===== src/hw/fcss_pkg.sv =====
/*
 Constants, field layouts and types shared by the clock source selector:
 register offsets, reset values, source codes and the operating modes.
 Assumes a 32-bit AHB-Lite fabric and registers of eight bits each.
*/
//
// Overview of operation
// - bus clock is half the clock output
// - reset enters engaged-internal mode, bus divider two
// - power-on reset loads coarse 0x80, fine 0
// - other resets keep both trim values
// - FLL reference divided by three-bit select
// - two-bit bus divider: one, two, four, eight
// - debug clock is digital oscillator divided two
// - nine trim bits tune internal reference
// - drive low-power oscillator control outputs
// - seven operating modes including stop
// - engaged-internal outputs FLL, debug from FLL
// - engaged-external outputs FLL, debug from FLL
// - bypassed-internal FLL runs, outputs internal reference
// - low-power internal bypass: FLL off, no debug
// - bypassed-external FLL runs, outputs external reference
// - low-power external bypass: FLL off, no debug
// - stop: no clocks, references kept if configured
// - source select 00 FLL, 01 internal, 10 external
// - low-power bit disables FLL in bypass modes unless debugging
// - reference select bit picks internal or external
package fcss_pkg;

   // =========================================================
   // Bus and register map
   localparam int          REG_W             = 8;
   localparam int          DATA_W            = 32;
   localparam int          PAD_W             = DATA_W - REG_W;
   localparam int          REG_AW            = 4;
   localparam int          HTRANS_ACTIVE_BIT = 1;
   localparam logic [2:0]  HSIZE_WORD        = 3'h2;
   localparam logic        HRESP_OKAY        = 1'h0;
   localparam logic [3:0]  WORD_MASK         = 4'hc;
   localparam logic [3:0]  OFS_CTRL1         = 4'h0;
   localparam logic [3:0]  OFS_CTRL2         = 4'h4;
   localparam logic [3:0]  OFS_TRIM          = 4'h8;
   localparam logic [3:0]  OFS_STATUS        = 4'hc;

   // =========================================================
   // Field layouts
   typedef struct packed {
      logic [1:0] clock_source_select;
      logic [2:0] reference_divider_select;
      logic       internal_ref_select;
      logic       internal_ref_enable;
      logic       internal_ref_stop_keep;
   } fcss_ctrl1_t;

   typedef struct packed {
      logic [1:0] bus_divider_select;
      logic       freq_range_high;
      logic       high_gain_select;
      logic       low_power_select;
      logic       oscillator_request;
      logic       external_ref_enable;
      logic       external_ref_stop_keep;
   } fcss_ctrl2_t;

   typedef struct packed {
      logic [2:0] zero;
      logic       internal_ref_active;
      logic [1:0] active_source;
      logic       oscillator_ready;
      logic       fine_trim;
   } fcss_status_t;

   typedef struct packed {
      logic high_gain_select;
      logic freq_range_high;
      logic oscillator_request;
      logic external_ref_enable;
      logic external_ref_stop_keep;
   } fcss_osc_ctrl_t;

   // =========================================================
   // Reset values
   localparam logic [7:0]  CTRL1_RESET     = 8'h04;
   localparam logic [7:0]  CTRL2_RESET     = 8'h40;
   localparam logic [7:0]  COARSE_TRIM_POR = 8'h80;
   localparam logic        FINE_TRIM_POR   = 1'h0;

   // =========================================================
   // Source codes and modes
   localparam logic [1:0]  SRC_FLL  = 2'h0;
   localparam logic [1:0]  SRC_INT  = 2'h1;
   localparam logic [1:0]  SRC_EXT  = 2'h2;
   localparam logic [1:0]  SRC_RSVD = 2'h3;
   localparam logic        REF_INT  = 1'h0;
   localparam logic        REF_EXT  = 1'h1;
   localparam int          NSRC     = 3;

   typedef enum logic [2:0] {
      fll_engaged_internal_mode,
      fll_engaged_external_mode,
      fll_bypassed_internal_mode,
      fll_bypassed_internal_lowpower_mode,
      fll_bypassed_external_mode,
      fll_bypassed_external_lowpower_mode,
      clocks_stopped_mode
   } fcss_mode_t;

endpackage : fcss_pkg


===== src/hw/fcss_edge_div.sv =====
/*
 Glitch-free edge divider: picks one of several sampled source clocks and
 toggles its output every 2**div source edges. Assumes the sources are far
 slower than hclk and arrive as one-cycle edge pulses.
*/
`timescale 1ns/1ps
module fcss_edge_div #(
   parameter int NSRC  = 3,
   parameter int SEL_W = 2,
   parameter int DIV_W = 2
) (
   input  wire logic             hclk,
   input  wire logic             hresetn,
   input  wire logic [NSRC-1:0]  src_edge,
   input  wire logic [SEL_W-1:0] sel_req,
   input  wire logic [DIV_W-1:0] div_req,
   input  wire logic             hold_req,
   output logic                  clk_out,
   output logic [SEL_W-1:0]      sel_active,
   output logic [DIV_W-1:0]      div_active,
   output logic                  held
);
   localparam int CNT_W = (2 ** DIV_W) - 1;

   logic [CNT_W-1:0] cnt;
   logic [CNT_W-1:0] next_cnt;
   logic [CNT_W-1:0] terminal;
   logic             next_clk_out;
   logic [SEL_W-1:0] next_sel_active;
   logic [DIV_W-1:0] next_div_active;
   logic             next_held;
   logic             edge_seen;

   // =========================================================
   // Next state
   always_comb begin
      edge_seen       = src_edge[sel_active] && !held;
      terminal        = CNT_W'((32'h1 << div_active) - 32'h1);
      next_cnt        = cnt;
      next_clk_out    = clk_out;
      next_sel_active = sel_active;
      next_div_active = div_active;
      next_held       = held;
      if (edge_seen) begin
         if (cnt == terminal) begin
            next_cnt     = '0;
            next_clk_out = !clk_out;
         end else begin
            next_cnt = cnt + CNT_W'(1);
         end
      end
      // Only swap at the start of a low phase, so no phase is cut short
      if (!clk_out && (cnt == '0) && !edge_seen) begin
         next_sel_active = sel_req;
         next_div_active = div_req;
         next_held       = hold_req;
      end
   end

   // =========================================================
   // Registers
   always_ff @(posedge hclk or negedge hresetn) begin
      if (!hresetn) begin
         cnt        <= '0;
         clk_out    <= 1'h0;
         sel_active <= '0;
         div_active <= '0;
         held       <= 1'h0;
      end else begin
         cnt        <= next_cnt;
         clk_out    <= next_clk_out;
         sel_active <= next_sel_active;
         div_active <= next_div_active;
         held       <= next_held;
      end
   end

endmodule : fcss_edge_div


===== src/hw/fcss_clock_source.sv =====
/*
 Clock source selector: AHB-Lite register slave, mode decode, FLL
 reference divider, system clock divider, bus and debug clocks, trims and
 oscillator controls. Assumes the oscillator, reference and FLL clocks
 arrive as levels synchronous to hclk and much slower than it.
*/
`timescale 1ns/1ps
module fcss_clock_source (
   input  wire logic                     hclk,
   input  wire logic                     hresetn,
   input  wire logic                     power_on_resetn,
   input  wire logic                     hsel,
   input  wire logic [31:0]              haddr,
   input  wire logic [1:0]               htrans,
   input  wire logic                     hwrite,
   input  wire logic [2:0]               hsize,
   input  wire logic [31:0]              hwdata,
   input  wire logic                     hready,
   output logic                          hreadyout,
   output logic [31:0]                   hrdata,
   output logic                          hresp,
   input  wire logic                     dco_clk,
   input  wire logic                     int_ref_clk,
   input  wire logic                     ext_ref_clk,
   input  wire logic                     stop_request,
   input  wire logic                     debug_active,
   input  wire logic                     oscillator_ready,
   output logic                          clock_output,
   output logic                          bus_clock,
   output logic                          debug_clock,
   output logic                          fll_enable,
   output logic                          fll_reference_clock,
   output logic [8:0]                    trim_value,
   output logic                          internal_ref_on,
   output fcss_pkg::fcss_osc_ctrl_t      osc_ctrl
);
   import fcss_pkg::*;

   // =========================================================
   // Declarations
   fcss_ctrl1_t         ctrl1;
   fcss_ctrl1_t         next_ctrl1;
   fcss_ctrl2_t         ctrl2;
   fcss_ctrl2_t         next_ctrl2;
   fcss_status_t        status_rd;
   fcss_mode_t          mode;
   fcss_mode_t          next_mode;
   logic [REG_W-1:0]    coarse_trim;
   logic [REG_W-1:0]    next_coarse_trim;
   logic                fine_trim;
   logic                next_fine_trim;
   logic                wr_pend;
   logic                next_wr_pend;
   logic [REG_AW-1:0]   wr_addr;
   logic [REG_AW-1:0]   next_wr_addr;
   logic [REG_AW-1:0]   rd_addr;
   logic [DATA_W-1:0]   next_hrdata;
   logic [REG_W-1:0]    rd_byte;
   logic                addr_take;
   logic [NSRC-1:0]     src_level;
   logic [NSRC-1:0]     src_q;
   logic [NSRC-1:0]     src_edge;
   logic                out_q;
   logic                next_out_q;
   logic                next_bus_clock;
   logic                next_debug_clock;
   logic                debug_on;
   logic                next_fll_enable;
   logic                run_used_int;
   logic                next_run_used_int;
   logic                next_internal_ref_on;
   fcss_osc_ctrl_t      next_osc_ctrl;
   logic [1:0]          sys_sel;
   logic [1:0]          sys_sel_active;
   logic [1:0]          sys_div_active;
   logic                sys_held;
   logic                ref_sel;
   logic                ref_sel_active;
   logic [2:0]          ref_div_active;
   logic                ref_held;
   logic                in_stop;
   logic                bypass_lp;

   // =========================================================
   // AHB-Lite slave, zero wait states, always OKAY
   assign hreadyout = 1'h1;
   assign hresp     = HRESP_OKAY;
   assign addr_take = hsel && hready && htrans[HTRANS_ACTIVE_BIT];
   assign rd_addr   = haddr[REG_AW-1:0] & WORD_MASK;

   always_comb begin
      next_wr_pend = addr_take && hwrite && (hsize == HSIZE_WORD);
      next_wr_addr = addr_take ? rd_addr : wr_addr;
      next_ctrl1   = ctrl1;
      next_ctrl2   = ctrl2;
      if (wr_pend) begin
         unique case (wr_addr)
            OFS_CTRL1: next_ctrl1 = fcss_ctrl1_t'(hwdata[REG_W-1:0]);
            OFS_CTRL2: next_ctrl2 = fcss_ctrl2_t'(hwdata[REG_W-1:0]);
            default: ;
         endcase
      end
   end

   always_ff @(posedge hclk or negedge hresetn) begin
      if (!hresetn) begin
         wr_pend <= 1'h0;
         wr_addr <= '0;
         ctrl1   <= fcss_ctrl1_t'(CTRL1_RESET);
         ctrl2   <= fcss_ctrl2_t'(CTRL2_RESET);
      end else begin
         wr_pend <= next_wr_pend;
         wr_addr <= next_wr_addr;
         ctrl1   <= next_ctrl1;
         ctrl2   <= next_ctrl2;
      end
   end

   // =========================================================
   // Trims live on the power-on reset only
   always_comb begin
      next_coarse_trim = coarse_trim;
      next_fine_trim   = fine_trim;
      if (wr_pend && (wr_addr == OFS_TRIM)) begin
         next_coarse_trim = hwdata[REG_W-1:0];
      end
      if (wr_pend && (wr_addr == OFS_STATUS)) begin
         next_fine_trim = hwdata[0];
      end
   end

   // Bus resets leave these untouched by design
   always_ff @(posedge hclk or negedge power_on_resetn) begin
      if (!power_on_resetn) begin
         coarse_trim <= COARSE_TRIM_POR;
         fine_trim   <= FINE_TRIM_POR;
      end else begin
         coarse_trim <= next_coarse_trim;
         fine_trim   <= next_fine_trim;
      end
   end

   assign trim_value = {coarse_trim, fine_trim};

   // =========================================================
   // Read path; uses next values so a read right after a write sees it
   always_comb begin
      status_rd.zero                = '0;
      status_rd.internal_ref_active = (ref_sel_active == REF_INT);
      status_rd.active_source       = sys_sel_active;
      status_rd.oscillator_ready    = oscillator_ready &&
                                      ctrl2.oscillator_request;
      status_rd.fine_trim           = next_fine_trim;
      unique case (rd_addr)
         OFS_CTRL1:  rd_byte = next_ctrl1;
         OFS_CTRL2:  rd_byte = next_ctrl2;
         OFS_TRIM:   rd_byte = next_coarse_trim;
         OFS_STATUS: rd_byte = status_rd;
         default:    rd_byte = '0;
      endcase
      next_hrdata = hrdata;
      if (addr_take && !hwrite) begin
         next_hrdata = {{PAD_W{1'b0}}, rd_byte};
      end
   end

   always_ff @(posedge hclk or negedge hresetn) begin
      if (!hresetn) begin
         hrdata <= '0;
      end else begin
         hrdata <= next_hrdata;
      end
   end

   // =========================================================
   // Mode decode
   assign bypass_lp = ctrl2.low_power_select && !debug_active;

   always_comb begin
      unique case (ctrl1.clock_source_select)
         SRC_INT: begin
            next_mode = bypass_lp ? fll_bypassed_internal_lowpower_mode
                                  : fll_bypassed_internal_mode;
         end
         SRC_EXT: begin
            next_mode = bypass_lp ? fll_bypassed_external_lowpower_mode
                                  : fll_bypassed_external_mode;
         end
         default: begin
            // Reserved code behaves as the FLL selection
            next_mode = ctrl1.internal_ref_select
                        ? fll_engaged_internal_mode
                        : fll_engaged_external_mode;
         end
      endcase
      if (stop_request) begin
         next_mode = clocks_stopped_mode;
      end
   end

   always_ff @(posedge hclk or negedge hresetn) begin
      if (!hresetn) begin
         mode <= fll_engaged_internal_mode;
      end else begin
         mode <= next_mode;
      end
   end

   assign in_stop = (mode == clocks_stopped_mode);

   // =========================================================
   // FLL enable, reference and oscillator controls
   always_comb begin
      unique case (next_mode)
         fll_engaged_internal_mode,
         fll_engaged_external_mode,
         fll_bypassed_internal_mode,
         fll_bypassed_external_mode: next_fll_enable = 1'h1;
         default:                    next_fll_enable = 1'h0;
      endcase
      next_run_used_int = run_used_int;
      if (next_mode != clocks_stopped_mode) begin
         next_run_used_int = (next_mode == fll_engaged_internal_mode) ||
            (next_mode == fll_bypassed_internal_mode) ||
            (next_mode == fll_bypassed_internal_lowpower_mode);
         next_internal_ref_on = ctrl1.internal_ref_enable ||
            next_run_used_int ||
            (next_fll_enable && ctrl1.internal_ref_select);
      end else begin
         // Kept alive in stop only when asked for
         next_internal_ref_on = ctrl1.internal_ref_stop_keep &&
            (ctrl1.internal_ref_enable || run_used_int);
      end
      next_osc_ctrl.high_gain_select       = ctrl2.high_gain_select;
      next_osc_ctrl.freq_range_high        = ctrl2.freq_range_high;
      next_osc_ctrl.oscillator_request     = ctrl2.oscillator_request;
      next_osc_ctrl.external_ref_stop_keep = ctrl2.external_ref_stop_keep;
      if (next_mode == clocks_stopped_mode) begin
         next_osc_ctrl.external_ref_enable = ctrl2.external_ref_enable &&
            ctrl2.external_ref_stop_keep;
      end else begin
         next_osc_ctrl.external_ref_enable = ctrl2.external_ref_enable ||
            (ctrl1.clock_source_select == SRC_EXT) ||
            !ctrl1.internal_ref_select;
      end
   end

   always_ff @(posedge hclk or negedge hresetn) begin
      if (!hresetn) begin
         fll_enable      <= 1'h1;
         run_used_int    <= 1'h1;
         internal_ref_on <= 1'h1;
         osc_ctrl        <= '0;
      end else begin
         fll_enable      <= next_fll_enable;
         run_used_int    <= next_run_used_int;
         internal_ref_on <= next_internal_ref_on;
         osc_ctrl        <= next_osc_ctrl;
      end
   end

   // =========================================================
   // Source edge detection; inputs are synchronous levels
   assign src_level = {ext_ref_clk, int_ref_clk, dco_clk};
   assign src_edge  = src_level ^ src_q;

   // No reset: a reset value would fake a source edge on release
   always_ff @(posedge hclk) begin
      src_q <= src_level;
   end

   // =========================================================
   // FLL reference divider, 1 to 128
   assign ref_sel = ctrl1.internal_ref_select ? REF_INT
                                              : REF_EXT;

   fcss_edge_div #(
      .NSRC  (2),
      .SEL_W (1),
      .DIV_W (3)
   ) u_ref_div (
      .hclk       (hclk),
      .hresetn    (hresetn),
      .src_edge   ({src_edge[SRC_EXT], src_edge[SRC_INT]}),
      .sel_req    (ref_sel),
      .div_req    (ctrl1.reference_divider_select),
      .hold_req   (!fll_enable),
      .clk_out    (fll_reference_clock),
      .sel_active (ref_sel_active),
      .div_active (ref_div_active),
      .held       (ref_held)
   );

   // =========================================================
   // System clock: source select then bus divider
   assign sys_sel = (ctrl1.clock_source_select == SRC_RSVD)
                    ? SRC_FLL : ctrl1.clock_source_select;

   fcss_edge_div #(
      .NSRC  (NSRC),
      .SEL_W (2),
      .DIV_W (2)
   ) u_sys_div (
      .hclk       (hclk),
      .hresetn    (hresetn),
      .src_edge   (src_edge),
      .sel_req    (sys_sel),
      .div_req    (ctrl2.bus_divider_select),
      .hold_req   (in_stop),
      .clk_out    (clock_output),
      .sel_active (sys_sel_active),
      .div_active (sys_div_active),
      .held       (sys_held)
   );

   // =========================================================
   // Bus clock and debug clock
   // Debug clock only parks when low, so its last pulse is whole
   assign debug_on = fll_enable && !in_stop;

   always_comb begin
      next_out_q     = clock_output;
      next_bus_clock = bus_clock;
      if (clock_output && !out_q) begin
         next_bus_clock = !bus_clock;
      end
      next_debug_clock = debug_clock;
      if (src_edge[SRC_FLL] && dco_clk && (debug_on || debug_clock)) begin
         next_debug_clock = !debug_clock;
      end
   end

   always_ff @(posedge hclk or negedge hresetn) begin
      if (!hresetn) begin
         out_q       <= 1'h0;
         bus_clock   <= 1'h0;
         debug_clock <= 1'h0;
      end else begin
         out_q       <= next_out_q;
         bus_clock   <= next_bus_clock;
         debug_clock <= next_debug_clock;
      end
   end

endmodule : fcss_clock_source


===== config.mk =====
export PLATFORM = sky130hd
export DESIGN_NAME = fcss_clock_source
export DESIGN_NICKNAME = d
export VERILOG_FILES = /design/src/hw/fcss_pkg.sv /design/src/hw/fcss_edge_div.sv /design/src/hw/fcss_clock_source.sv
export SDC_FILE = /design/constraint.sdc
export NUM_CORES = 1
export LEC_CHECK = 0
export BUFFER_PORTS_ARGS = -buffer_cell sky130_fd_sc_hd__buf_4
export CELL_PAD_IN_SITES_DETAIL_PLACEMENT = 0
export CELL_PAD_IN_SITES_GLOBAL_PLACEMENT = 1
export CORE_MARGIN = 5
export CORE_UTILIZATION = 34
export DETAILED_ROUTE_END_ITERATION = 16
export MAX_ROUTING_LAYER = met4
export PLACE_DENSITY_LB_ADDON = 0.1
export SYNTH_ARGS = -nofsm -noshare
export SYNTH_HDL_FRONTEND = slang
export SYNTH_SLANG_ARGS = --single-unit

===== constraint.sdc =====
create_clock -name hclk -period 2.15 [get_ports hclk]
set_input_delay 0.3225 -clock hclk [delete_from_list [all_inputs] [get_ports hclk]]
set_output_delay 0.3225 -clock hclk [all_outputs]
set_load 0.005 [all_outputs]

==> impl_metrics.ini <==
[outcome]
outcome = finished clean

[critical_path]
cp_slowest_cell = dfrtp_1
crit_arrival_ns = 2.28
crit_chain = nor3b_4 -> buf_4 -> mux2_2 -> mux4_2 -> mux2_2
r2r-start = wr_addr[2]$_DFFE_PN0P_
worstSetupPathType = reg2reg
cp_top_family = multiplexers
path_buf_inv = 1
crit_path_end_kind = register
rr_endpoint = hrdata[3]$_DFFE_PN0P_
cpPeakStageDelay_ns = 0.47
critPathRequiredTime_ns = 2.38
rr_worst_depth = 5
worstPathMaxFanout = 6
crit_top_cell = mux2_2
start_kind = register
reg2reg_slack_ns = 0.10

[timing]
fmax_ghz = 0.4882
finalSetupTns_ns = 0
rsz0062_at_grt = false
setup_viol = 0
fin_crit_ns = 2.049
skew_ns = 0.01802
whs_ns = 0.08996
fin_crit_sh = 0.9528
slew_viol_final = 0
worst_slack_ns = 0.1015
finalHoldViolCount = 0

[clocking]
clk_root_buffer_cell = clkbuf_8
clk_pin_slew_ns = 0.08
ctsResizeCount = 0
cts_max_level = 3
clock_sinks = 75
clkLatencyLatePin_ns = 0.35
clk_path_buf_depth = 2
cts_buffers = 9
cts_tree = done

[grt]
grtUsageMet1 = 0.1867
grt_overflow = 0
busiest_layer = met2
grt_max_degree = 38
grt_antenna_before_repair = 0
grt_pass1_wl_um = 13090
grt_use_total = 0.1336
grt_pass1_vias = 2485
grt_use_met3 = 0.02599
met2_usage = 0.1940

[synth]
synth-seq-area-share = 0.5090
synth_async_sr_flop_share = 0.9600
synthFlopType = dfrtp_1
synth-warning-count = 0
synth_edf_count = 0
avgSynthCellArea_sq_um = 11.62
yosys.cell_types.count = 51
ys_ff_latch = 75
syn_area_sq_um = 3672
synth_cells = 316

[cells_and_area]
fin_util = 0.4143
stdcell_area_sq_um = 4432
drive_gt1_frac = 0.3385
nets = 471
antenna_cells = 0
layout_commonest_cell = dfrtp_1
area_growth_pct = 20.68
mostFrequentLayoutCells = 66 x dfrtp_1, 62 x buf_4, 31 x mux2_2, 26 x conb_1, 23 x nand2_1
fin_cells = 527

[route]
drt-total-wl_um = 7945
vias = 2403
dr.pass1.iters = 4
drt_iter0_markers = 55
post-route-drc-count = 0
ant_nets = 0
via_per_inst = 4.560
post_drt_wl_per_cell_um = 15.08

[place]
post-place-cells = 507
gp_congestion = 0.7219
dpl_cell_area_sq_um = 4179
io_buffer_count = 53
dp_hpwl_um = 5883
dp_slack_ns = 0.03328

[power]
power_density_nw_per_um2 = 990.5
leakage_nw = 2.132
vdd_drop_max_mv = 0.3842
total_power_mw = 4.390

[floorplanning]
ios = 135
rows = 38
die_y_um = 113.9
dieArea_sq_um = 12980
start_util = 0.3433
die_w_um = 113.9
core_sq_um = 10700

[worst_hold_path]
hold_path_end = src_q[0]$_DFF_P_
worstHoldPathCells = 1
hp-class = in2reg
worstHoldStart = dco_clk

[run]
maxCapViolations = 0
## final cells by class
cell class / instances / area [sq um]
Inverter: 18 / 67.56
Multi-Input combinational cell: 213 / 1597
Sequential cell: 75 / 1869
Fill cell: 1073 / 6266
Clock buffer: 10 / 127.6
Tap cell: 140 / 175.2
Timing Repair Buffer: 65 / 505.5
Clock inverter: 6 / 90.09
## power breakdown
| part | internal (mW) | switching (mW) | total, mW |
|---|---|---|---|
| clock network | 0.656 | 0.530 | 1.19 |
| logic | 0.642 | 0.601 | 1.24 |
| registers | 1.69 | 0.271 | 1.96 |
| total | 2.99 | 1.40 | 4.39 |
## per-layer routing
metal | up-vias | part of all wire
li1 | 1188 | -
met1 | 1141 | 0.50
met2 | 63 | 0.44
met3 | 11 | 0.044
met4 | 0 | 0.015
met5 | - | 0
## synthesized netlist by cell type (3+ instances only)
master	count	area, sq um
dfstp_2	6	157.7
or2_2	5	31.28
nand2_1	23	86.33
mux2_1	8	90.09
xnor2_1	5	43.79
o21ai_0	12	60.06
dfxtp_1	3	60.06
dfrtp_1	66	1652
clkbuf_1	6	22.52
a31oi_1	4	25.02
and3_1	3	18.77
buf_4	27	202.7
o21ai_1	4	20.02
nor3_1	7	35.03
nand3_1	8	40.04
nor2_1	12	45.04
a21oi_1	5	25.02
inv_1	17	63.81
mux2i_1	8	80.08
o22ai_1	5	31.28
ha_1	8	100.1
mux4_2	5	112.6
mux2_2	31	349.1
## cell families after synthesis
family | Yosys count | share of synthesized area
flops | 75 | 0.5090
simple gates | 73 | 0.1083
mux | 53 | 0.1761
buf+inv | 52 | 0.08075
compound gates | 46 | 0.07973
fa+ha+maj | 8 | 0.02726
xor+xnor | 7 | 0.01670
other cells | 2 | 0.002045
## what timing repair did
item                                   CTS  global route
endpoints found under the hold margin   33             0
hold buffers                             2             0
setup endpoints to repair                0             4
setup buffers                            0             2
## worst max-delay path by stage
stage | slack, ns | to | cells after the start | from
2_1_floorplan | 0.1 | hrdata[3]$_DFFE_PN0P_ | 4 | wr_pend$_DFF_PN0_
3_3_place_gp | 0.04 | hrdata[3]$_DFFE_PN0P_ | 4 | wr_addr[2]$_DFFE_PN0P_
3_5_place_dp | 0.03 | hrdata[3]$_DFFE_PN0P_ | 4 | wr_addr[2]$_DFFE_PN0P_
4_1_cts | 0.01 | hrdata[3]$_DFFE_PN0P_ | 4 | wr_addr[2]$_DFFE_PN0P_
5_1_grt | 0.02 | hrdata[3]$_DFFE_PN0P_ | 5 | wr_addr[2]$_DFFE_PN0P_
6_report | 0.10 | hrdata[3]$_DFFE_PN0P_ | 5 | wr_addr[2]$_DFFE_PN0P_
## sequential cells by signal, indices dropped and copies added (netlist names), 2 cells and up
signal	cells
ctrl2	8
ctrl1	8
hrdata	8
u_sys_div.sel_active	2
wr_addr	2
u_sys_div.div_active	2
src_q	3
u_ref_div.div_active	3
u_ref_div.cnt	7
osc_ctrl	5
u_sys_div.cnt	3
mode	3
coarse_trim	8
Power figures use the tool's default switching activity.
